===== src/ats_pkg.sv =====
package ats_pkg;

	// ----------------------------------------------------------------
	// register indices, byte address is four times the index
	// ----------------------------------------------------------------
	localparam logic [7:0] ATS_IDX_CFG    = 8'h0f;
	localparam logic [7:0] ATS_IDX_AOFFS  = 8'h10;
	localparam logic [7:0] ATS_IDX_RESULT = 8'h11;
	localparam logic [7:0] ATS_IDX_TCAL   = 8'h12;
	localparam logic [7:0] ATS_IDX_TOFS   = 8'h13;
	localparam logic [7:0] ATS_IDX_IRQ_ST = 8'h20;
	localparam logic [7:0] ATS_IDX_IRQ_EN = 8'h21;
	localparam logic [7:0] ATS_IDX_IRQ_CL = 8'h22;
	localparam int         ATS_ADDR_W     = 12;

	// ----------------------------------------------------------------
	// field positions and reset values
	// ----------------------------------------------------------------
	localparam int         ATS_CFG_START  = 7;
	localparam logic [7:0] ATS_RST_CFG    = 8'h00;
	localparam logic [3:0] ATS_RST_AOFFS  = 4'h0;
	localparam logic [7:0] ATS_RST_RESULT = 8'h00;
	localparam logic [7:0] ATS_RST_TCAL   = 8'h20;
	localparam logic [7:0] ATS_RST_TOFS   = 8'h00;
	localparam int         ATS_IRQ_W      = 2;
	localparam int         ATS_EV_DONE    = 0;
	localparam int         ATS_EV_RESTART = 1;

	// ----------------------------------------------------------------
	// source, reference and scale codes
	// ----------------------------------------------------------------
	typedef enum logic [2:0] {
		ATS_SRC_TEMP  = 3'h0,
		ATS_SRC_PIN0  = 3'h1,
		ATS_SRC_PIN1  = 3'h2,
		ATS_SRC_PIN2  = 3'h3,
		ATS_SRC_D01   = 3'h4,
		ATS_SRC_D12   = 3'h5,
		ATS_SRC_D02   = 3'h6,
		ATS_SRC_GND   = 3'h7
	} ats_src_t;

	localparam logic [1:0] ATS_REF_THIRD  = 2'h2;
	localparam logic [1:0] ATS_REF_HALF   = 2'h3;
	localparam logic [6:0] ATS_FS_STEP_LO = 7'h0e;
	localparam logic [6:0] ATS_FS_STEP_HI = 7'h15;

	// ----------------------------------------------------------------
	// bus responses and sequencer states
	// ----------------------------------------------------------------
	localparam logic [1:0] ATS_RESP_OKAY  = 2'h0;
	localparam logic [1:0] ATS_RESP_SLVERR = 2'h2;

	typedef enum logic [0:0] {
		ATS_IDLE = 1'b0,
		ATS_CONV = 1'b1
	} ats_state_t;

endpackage


===== src/ats_temp_offset.sv =====
`timescale 1ns/1ns
module ats_temp_offset (
	input  wire logic       apply,
	input  wire logic [7:0] raw,
	input  wire logic [7:0] offset,
	output logic      [7:0] result
);
	import ats_pkg::*;

	logic signed [9:0] sum;

	// ----------------------------------------------------------------
	// signed offset added to the temperature code, saturated
	// ----------------------------------------------------------------
	always_comb begin
		sum = $signed({2'b00, raw}) + $signed({{2{offset[7]}}, offset});
		if (!apply) begin
			result = raw;
		end else if (sum < 0) begin
			result = 8'h00;
		end else if (sum > 10'sh0ff) begin
			result = 8'hff;
		end else begin
			result = sum[7:0];
		end
	end

endmodule


===== src/ats_adc_ctrl.sv =====
`timescale 1ns/1ns
module ats_adc_ctrl #(
	parameter int CONV_CYCLES = 20
) (
	input  wire logic                          clk,
	input  wire logic                          resetn,
	input  wire logic [ats_pkg::ATS_ADDR_W-1:0] s_axi_awaddr,
	input  wire logic                          s_axi_awvalid,
	output logic                               s_axi_awready,
	input  wire logic [31:0]                   s_axi_wdata,
	input  wire logic [3:0]                    s_axi_wstrb,
	input  wire logic                          s_axi_wvalid,
	output logic                               s_axi_wready,
	output logic [1:0]                         s_axi_bresp,
	output logic                               s_axi_bvalid,
	input  wire logic                          s_axi_bready,
	input  wire logic [ats_pkg::ATS_ADDR_W-1:0] s_axi_araddr,
	input  wire logic                          s_axi_arvalid,
	output logic                               s_axi_arready,
	output logic [31:0]                        s_axi_rdata,
	output logic [1:0]                         s_axi_rresp,
	output logic                               s_axi_rvalid,
	input  wire logic                          s_axi_rready,
	input  wire logic [7:0]                    raw_sample,
	output logic                               irq,
	output logic                               conv_busy,
	output logic                               src_temp,
	output logic [2:0]                         src_pin_pos,
	output logic [2:0]                         src_pin_neg,
	output logic                               src_gnd,
	output logic                               ref_bandgap,
	output logic                               ref_vdd_third,
	output logic                               ref_vdd_half,
	output logic [6:0]                         fs_milli_vdd,
	output logic signed [3:0]                  amp_offset_milli,
	output logic [1:0]                         ts_range,
	output logic                               ts_kelvin_offset_en,
	output logic [3:0]                         ts_trim
);
	import ats_pkg::*;

	localparam int CNT_W = $clog2(CONV_CYCLES + 1);
	localparam logic [CNT_W-1:0] CNT_LAST = CNT_W'(CONV_CYCLES - 1);

	typedef struct packed {
		ats_state_t           state;
		logic [CNT_W-1:0]     cnt;
		logic                 done;
		logic                 busy;
		logic [2:0]           sel;
		logic [1:0]           refs;
		logic [1:0]           gain;
		logic [3:0]           aoffs;
		logic [7:0]           result;
		logic [7:0]           tcal;
		logic [7:0]           tofs;
		logic [ATS_IRQ_W-1:0] irq_st;
		logic [ATS_IRQ_W-1:0] irq_en;
		logic                 irq;
		logic                 aw_have;
		logic [7:0]           aw_idx;
		logic                 w_have;
		logic [7:0]           w_data;
		logic                 w_lane0;
		logic                 awready;
		logic                 wready;
		logic                 bvalid;
		logic [1:0]           bresp;
		logic                 arready;
		logic                 rvalid;
		logic [31:0]          rdata;
		logic [1:0]           rresp;
		logic                 src_temp;
		logic [2:0]           pin_pos;
		logic [2:0]           pin_neg;
		logic                 src_gnd;
		logic                 ref_bg;
		logic                 ref_third;
		logic                 ref_half;
		logic [6:0]           fs;
		logic signed [3:0]    aoffs_s;
		logic [3:0]           trim;
	} ats_regs_t;

	ats_regs_t  q;
	ats_regs_t  d;
	logic [7:0] temp_adj;
	logic [7:0] ar_idx;
	logic       wr_fire;
	logic       start_wr;
	logic [ATS_IRQ_W-1:0] ev;

	// ----------------------------------------------------------------
	// temperature value offset
	// ----------------------------------------------------------------
	ats_temp_offset u_toffs (
		.apply  (q.sel == ATS_SRC_TEMP),
		.raw    (raw_sample),
		.offset (q.tofs),
		.result (temp_adj)
	);

	// ----------------------------------------------------------------
	// next state
	// ----------------------------------------------------------------
	always_comb begin
		d        = q;
		ev       = '0;
		ar_idx   = s_axi_araddr[ATS_ADDR_W-1:2] > 10'h0ff ? 8'hff : s_axi_araddr[9:2];
		wr_fire  = 1'b0;
		start_wr = 1'b0;

		// write address and data, taken in either order
		if (s_axi_awvalid && q.awready) begin
			d.aw_have = 1'b1;
			d.awready = 1'b0;
			d.aw_idx  = s_axi_awaddr[ATS_ADDR_W-1:2] > 10'h0ff ? 8'hff : s_axi_awaddr[9:2];
		end
		if (s_axi_wvalid && q.wready) begin
			d.w_have  = 1'b1;
			d.wready  = 1'b0;
			d.w_data  = s_axi_wdata[7:0];
			d.w_lane0 = s_axi_wstrb[0];
		end
		if (q.aw_have && q.w_have && !q.bvalid) begin
			wr_fire   = 1'b1;
			d.aw_have = 1'b0;
			d.w_have  = 1'b0;
			d.bvalid  = 1'b1;
			d.bresp   = ATS_RESP_OKAY;
			case (q.aw_idx)
				ATS_IDX_CFG, ATS_IDX_AOFFS, ATS_IDX_RESULT, ATS_IDX_TCAL,
				ATS_IDX_TOFS, ATS_IDX_IRQ_ST, ATS_IDX_IRQ_EN, ATS_IDX_IRQ_CL: begin
					d.bresp = ATS_RESP_OKAY;
				end
				default: begin
					d.bresp = ATS_RESP_SLVERR;
				end
			endcase
		end
		if (q.bvalid && s_axi_bready) begin
			d.bvalid  = 1'b0;
			d.awready = 1'b1;
			d.wready  = 1'b1;
		end

		// register writes
		if (wr_fire && q.w_lane0) begin
			case (q.aw_idx)
				ATS_IDX_CFG: begin
					d.sel      = q.w_data[6:4];
					d.refs     = q.w_data[3:2];
					d.gain     = q.w_data[1:0];
					start_wr   = q.w_data[ATS_CFG_START];
				end
				ATS_IDX_AOFFS: begin
					d.aoffs = q.w_data[3:0];
				end
				ATS_IDX_TCAL: begin
					d.tcal = q.w_data;
				end
				ATS_IDX_TOFS: begin
					d.tofs = q.w_data;
				end
				ATS_IDX_IRQ_EN: begin
					d.irq_en = q.w_data[ATS_IRQ_W-1:0];
				end
				ATS_IDX_RESULT: begin
					d.result = q.result;
				end
				default: begin
					d.tofs = d.tofs;
				end
			endcase
		end

		// conversion sequencer
		case (q.state)
			ATS_IDLE: begin
				d.cnt = '0;
			end
			ATS_CONV: begin
				d.cnt = q.cnt + CNT_W'(1);
				if (q.cnt == CNT_LAST) begin
					d.state  = ATS_IDLE;
					d.done   = 1'b1;
					d.result = temp_adj;
					ev[ATS_EV_DONE] = 1'b1;
				end
			end
			default: begin
				d.state = ATS_IDLE;
			end
		endcase
		if (start_wr) begin
			if (q.state == ATS_CONV) begin
				ev[ATS_EV_RESTART] = 1'b1;
			end
			d.state  = ATS_CONV;
			d.cnt    = '0;
			d.done   = 1'b0;
			ev[ATS_EV_DONE] = 1'b0;
		end

		// sticky events, set wins over clear
		if (wr_fire && q.w_lane0 && q.aw_idx == ATS_IDX_IRQ_CL) begin
			d.irq_st = q.irq_st & ~q.w_data[ATS_IRQ_W-1:0];
		end
		d.irq_st = d.irq_st | ev;
		d.irq    = |(d.irq_st & d.irq_en);

		// reads
		if (s_axi_arvalid && q.arready) begin
			d.arready = 1'b0;
			d.rvalid  = 1'b1;
			d.rresp   = ATS_RESP_OKAY;
			d.rdata   = '0;
			case (ar_idx)
				ATS_IDX_CFG:    d.rdata[7:0] = {q.done, q.sel, q.refs, q.gain};
				ATS_IDX_AOFFS:  d.rdata[7:0] = {4'h0, q.aoffs};
				ATS_IDX_RESULT: d.rdata[7:0] = q.result;
				ATS_IDX_TCAL:   d.rdata[7:0] = q.tcal;
				ATS_IDX_TOFS:   d.rdata[7:0] = q.tofs;
				ATS_IDX_IRQ_ST: d.rdata[ATS_IRQ_W-1:0] = q.irq_st;
				ATS_IDX_IRQ_EN: d.rdata[ATS_IRQ_W-1:0] = q.irq_en;
				ATS_IDX_IRQ_CL: d.rdata = '0;
				default:        d.rresp = ATS_RESP_SLVERR;
			endcase
		end
		if (q.rvalid && s_axi_rready) begin
			d.rvalid  = 1'b0;
			d.arready = 1'b1;
		end

		// analog control outputs
		d.src_temp = 1'b0;
		d.pin_pos  = 3'h0;
		d.pin_neg  = 3'h0;
		d.src_gnd  = 1'b0;
		case (d.sel)
			ATS_SRC_TEMP: d.src_temp = 1'b1;
			ATS_SRC_PIN0: d.pin_pos  = 3'h1;
			ATS_SRC_PIN1: d.pin_pos  = 3'h2;
			ATS_SRC_PIN2: d.pin_pos  = 3'h4;
			ATS_SRC_D01: begin
				d.pin_pos = 3'h1;
				d.pin_neg = 3'h2;
			end
			ATS_SRC_D12: begin
				d.pin_pos = 3'h2;
				d.pin_neg = 3'h4;
			end
			ATS_SRC_D02: begin
				d.pin_pos = 3'h1;
				d.pin_neg = 3'h4;
			end
			default: d.src_gnd = 1'b1;
		endcase
		d.ref_third = (d.refs == ATS_REF_THIRD);
		d.ref_half  = (d.refs == ATS_REF_HALF);
		d.ref_bg    = !d.refs[1];
		d.fs = (d.refs[0] ? ATS_FS_STEP_HI : ATS_FS_STEP_LO) * {5'h00, d.gain + 2'h1};
		if (d.gain == 2'h3) begin
			d.fs = d.refs[0] ? 7'(ATS_FS_STEP_HI * 4) : 7'(ATS_FS_STEP_LO * 4);
		end
		d.aoffs_s = d.aoffs[3] ? -$signed({1'b0, d.aoffs[2:0]}) : $signed({1'b0, d.aoffs[2:0]});
		d.trim    = d.tcal[4] ? d.tcal[3:0] : 4'h0;
		d.busy    = (d.state == ATS_CONV);

		// synchronous reset
		if (!resetn) begin
			d         = '0;
			d.state   = ATS_IDLE;
			d.sel     = ATS_RST_CFG[6:4];
			d.refs    = ATS_RST_CFG[3:2];
			d.gain    = ATS_RST_CFG[1:0];
			d.aoffs   = ATS_RST_AOFFS;
			d.result  = ATS_RST_RESULT;
			d.tcal    = ATS_RST_TCAL;
			d.tofs    = ATS_RST_TOFS;
			d.done    = 1'b0;
			d.awready = 1'b1;
			d.wready  = 1'b1;
			d.arready = 1'b1;
			d.src_temp = 1'b1;
			d.ref_bg  = 1'b1;
			d.fs      = ATS_FS_STEP_LO;
		end
	end

	// ----------------------------------------------------------------
	// state register
	// ----------------------------------------------------------------
	always_ff @(posedge clk) begin
		q <= d;
	end

	// ----------------------------------------------------------------
	// outputs
	// ----------------------------------------------------------------
	assign s_axi_awready       = q.awready;
	assign s_axi_wready        = q.wready;
	assign s_axi_bresp         = q.bresp;
	assign s_axi_bvalid        = q.bvalid;
	assign s_axi_arready       = q.arready;
	assign s_axi_rdata         = q.rdata;
	assign s_axi_rresp         = q.rresp;
	assign s_axi_rvalid        = q.rvalid;
	assign irq                 = q.irq;
	assign conv_busy           = q.busy;
	assign src_temp            = q.src_temp;
	assign src_pin_pos         = q.pin_pos;
	assign src_pin_neg         = q.pin_neg;
	assign src_gnd             = q.src_gnd;
	assign ref_bandgap         = q.ref_bg;
	assign ref_vdd_third       = q.ref_third;
	assign ref_vdd_half        = q.ref_half;
	assign fs_milli_vdd        = q.fs;
	assign amp_offset_milli    = q.aoffs_s;
	assign ts_range            = q.tcal[7:6];
	assign ts_kelvin_offset_en = q.tcal[5];
	assign ts_trim             = q.trim;

endmodule


===== config.mk =====
export PLATFORM = sky130hd
export DESIGN_NAME = ats_adc_ctrl
export DESIGN_NICKNAME = d
export VERILOG_FILES = /design/src/ats_pkg.sv /design/src/ats_temp_offset.sv /design/src/ats_adc_ctrl.sv
export SDC_FILE = /design/constraint.sdc
export NUM_CORES = 1
export LEC_CHECK = 0
export BUFFER_PORTS_ARGS = -buffer_cell sky130_fd_sc_hd__buf_2
export CAP_MARGIN = 15
export CORE_ASPECT_RATIO = 0.9
export CORE_MARGIN = 4
export CORE_UTILIZATION = 35
export CTS_BUF_LIST = sky130_fd_sc_hd__clkbuf_4 sky130_fd_sc_hd__clkbuf_8
export CTS_CLUSTER_DIAMETER = 60
export DETAILED_ROUTE_END_ITERATION = 10
export PLACE_DENSITY = 0.56
export SYNTH_ARGS = -nofsm -noshare
export SYNTH_HDL_FRONTEND = slang
export SYNTH_SLANG_ARGS = --single-unit

===== constraint.sdc =====
create_clock -name clk -period 9 [get_ports clk]
set_clock_uncertainty 0.2 [all_clocks]
set_input_delay 0.45 -clock clk [delete_from_list [all_inputs] [get_ports clk]]
set_output_delay 0.45 -clock clk [all_outputs]
set_load 0.05 [all_outputs]

==> reports/metrics.csv <==
stage,metric,value,unit
worst_setup_path,cp-start-kind,flip-flop,
pwr,cellPowerDensity,152,nW/um2
synthesis,synth_edf_count,0,
sta,hold_violations,0,
pwr,p_sw,230,uW
sta,setup_tns,0,ns
worst_setup_path,r2r-end,fs_milli_vdd[4],
synthesis,postSynthAreaPerCell,8.73,um2
worst_setup_path,cp_data_arrival_time,3.83,ns
route,vias_per_cell,4.98,
layout,final_core_util,38.6,%
synthesis,yosys.area.top_type,dfxtp_1,
route,wl_per_cell,15.4,um
sta,tightest_slew,0.821,ns
route,firstDrtPassIters,4,
synthesis,ys_ff_latch,105,
sta,clock.fmax,264,MHz
layout,nets,730,
global_routing,antenna_found_initial,1,
synthesis,yosysMostFrequentCell,dfxtp_1,
clocking,path_clk_slew,0.09,ns
sta,slew_headroom,44.5,%
worst_setup_path,endpoint_kind,flip-flop,
clocking,cts_buffers,9,
sta,post-route-min-period,3.79,ns
global_routing,grt_max_degree,48,
synthesis,synth_flop_cell,dfxtp_1,
synthesis,synthDistinctLibCells,66,
global_routing,grt_overflow,0,
synthesis,synth-seq-area-share,40.0,%
synthesis,synthTopCellsByArea,"dfxtp_1 40%, buf_4 8.6%, nor2_1 4.7%",
floorplan,rows,42,
clocking,insertion_delay,0.37,ns
layout,syn_to_final_growth,8.18,%
clocking,ctsHoldBuffers,0,
floorplan,die-area,17000,um2
worst_setup_path,cp_common_cell,ha_1,
route,wl,13000,um
placed_design,port_buffers,88,
clocking,cts_sinks,105,
global_routing,grt_pass1_wl,20100,um
worst_setup_path,cpPeakStageDelay,0.60,ns
run_status,outcome,completed,
worst_setup_path,cp_max_fo,13,
floorplan,num_io_pins,147,
clocking,cts_setup_buffers,0,
clocking,cts_resized,0,
synthesis,synth_area,5250,um2
worst_setup_path,regToRegStartpoint,s_axi_bvalid,
placed_design,placed_cells,828,
sta,drv_slew,0,
placed_design,gp_congestion,0.802,
worst_setup_path,path_buf_inv,2,
clocking,cts_tree,done,
pwr,combPwrFrac,10.5,%
sta,whs,0.0841,ns
flow_run,maxCapViolCount,0,
floorplan,design.core.area,14700,um2
pwr,internal_power,633,uW
pwr,max-vdd-ir-drop,0.0000561,V
worst_setup_path,reg2reg_slack,5.21,ns
sta,period_share,42.1,%
worst_setup_path,rr_worst_depth,10,
sta,setup_viol_count_final,0,
layout,fin_cells,842,
worst_setup_path,critPathRequiredTime,9.04,ns
pwr,leakage,2.45,nW
hold_path,holdCritPathClass,primary input to flip-flop,
synthesis,yosys.area.top_type_share,40.0,%
clocking,htreeDepth,3,
floorplan,die_y,124,um
placed_design,dpl.hpwl,9790,um
route,drt_iter0_markers,268,
worst_setup_path,critPathLaunch,s_axi_bvalid,
worst_setup_path,critPathTopFamily,adder cells,
layout,drive_gt1_share,21.0,%
pwr,p_total,863,uW
floorplan,fp.dieW,137,um
pwr,switching_share,26.7,%
global_routing,grt_use_total,15.1,%
clocking,cts_buffer_depth,2,
global_routing,grt_pass1_vias,3940,
sta,rsz0062_at_grt,no,
worst_setup_path,slowest_stage,mux2i_1,
pwr,seq_power_share,56.2,%
worst_setup_path,crit_type,flip-flop to flip-flop,
worst_setup_path,cp_cell_sequence,nand4b_1 > nor4_4 > buf_4 > mux2i_1 > inv_1 > ha_1 > ha_1 > a21oi_2 > a2111oi_1 > a311oi_1,
synthesis,synthArstFlopShare,0,%
synthesis,synth_common_cells,"105 x dfxtp_1, 66 x nor2_1, 64 x nand2_1, 60 x buf_4, 38 x a21oi_1",
route,drc,0,
route,dr_total_vias,4197,
synthesis,syn_inst,601,
synthesis,yosys_warnings,0,
pwr,clkPwrFrac,33.3,%
clocking,cts-root-buf,clkbuf_8,
layout,antenna_cells,0,
worst_setup_path,cp_num_cells,10,
route,ant_nets,0,
worst_setup_path,critPathCapture,fs_milli_vdd[4],
floorplan,initial_core_util,35.7,%
[power by group through the flow]
stage               Clock, mW  Combinational [mW]  Sequential, mW
finish                  0.288              0.0909           0.485
global route            0.317              0.0986           0.486
CTS                     0.296              0.0910           0.485
detailed placement          0              0.0909           0.495
global placement            0              0.0890           0.495
floorplan                   0              0.0770           0.495
[logic make-up after synthesis]
family,Yosys count,share of synthesized area [%]
buffers and inverters,108,12.2
AND/OR/NAND/NOR,205,18.7
adder cells (fa/ha/maj),14,3.48
flip-flops,105,40.0
multiplexers,35,7.96
AO/OA/AOI/OAI,120,15.4
XOR/XNOR,13,2.17
other,1,0.0714
[layout by cell type, fill, tap and decap left out, types with 9 or more instances in the layout]
cell / instances
clkbuf_8: 10
a21oi_1: 38
ha_1: 13
inv_1: 20
mux2i_1: 19
nand2_1: 64
nor3_1: 12
o22ai_1: 9
conb_1: 27
nor2_1: 66
o21ai_0: 13
nand3_1: 18
buf_2: 88
dfxtp_1: 105
mux2_2: 11
[per-stage QoR]
step	setup WS, ns	cell area, um2
2_1_floorplan	5.48	5350
3_3_place_gp	5.31	5490
3_5_place_dp	5.22	5490
4_1_cts	5.20	5680
5_1_grt	4.91	5680
6_report	5.21	5680
[layout make-up]
type / instances / area (um2)
Timing Repair Buffer: 90 / 455
Multi-Input combinational cell: 414 / 2610
Inverter: 21 / 78.8
Sequential cell: 105 / 2100
Clock buffer: 11 / 145
Tap cell: 198 / 248
Fill cell: 1546 / 9040
Clock inverter: 3 / 42.5
[flip-flops by register name, indices dropped and copies added (netlist names), 2 cells and up]
register	flops
ts_trim	4
amp_offset_milli	3
src_pin_neg	2
src_pin_pos	3
ts_range	2
q	61
s_axi_rdata	8
fs_milli_vdd	7
[how the worst min path moves through the flow]
stage                         end  cells past startpoint          start
CTS                  s_axi_wready                      2   s_axi_wvalid
global route        s_axi_awready                      2  s_axi_awvalid
global placement           q[128]                      1         q[128]
floorplan                  q[128]                      1         q[128]
detailed placement         q[128]                      1         q[128]
finish               s_axi_wready                      2   s_axi_wvalid
[metal layers]
layer	up-vias	wire, um	GRT usage, %
li1	2099	-	-
met1	1962	6030	20.5
met2	113	5850	23.8
met3	21	888	3.92
met4	2	198	4.49
met5	-	7	0
No activity file was read; power rests on OpenSTA's default activity.
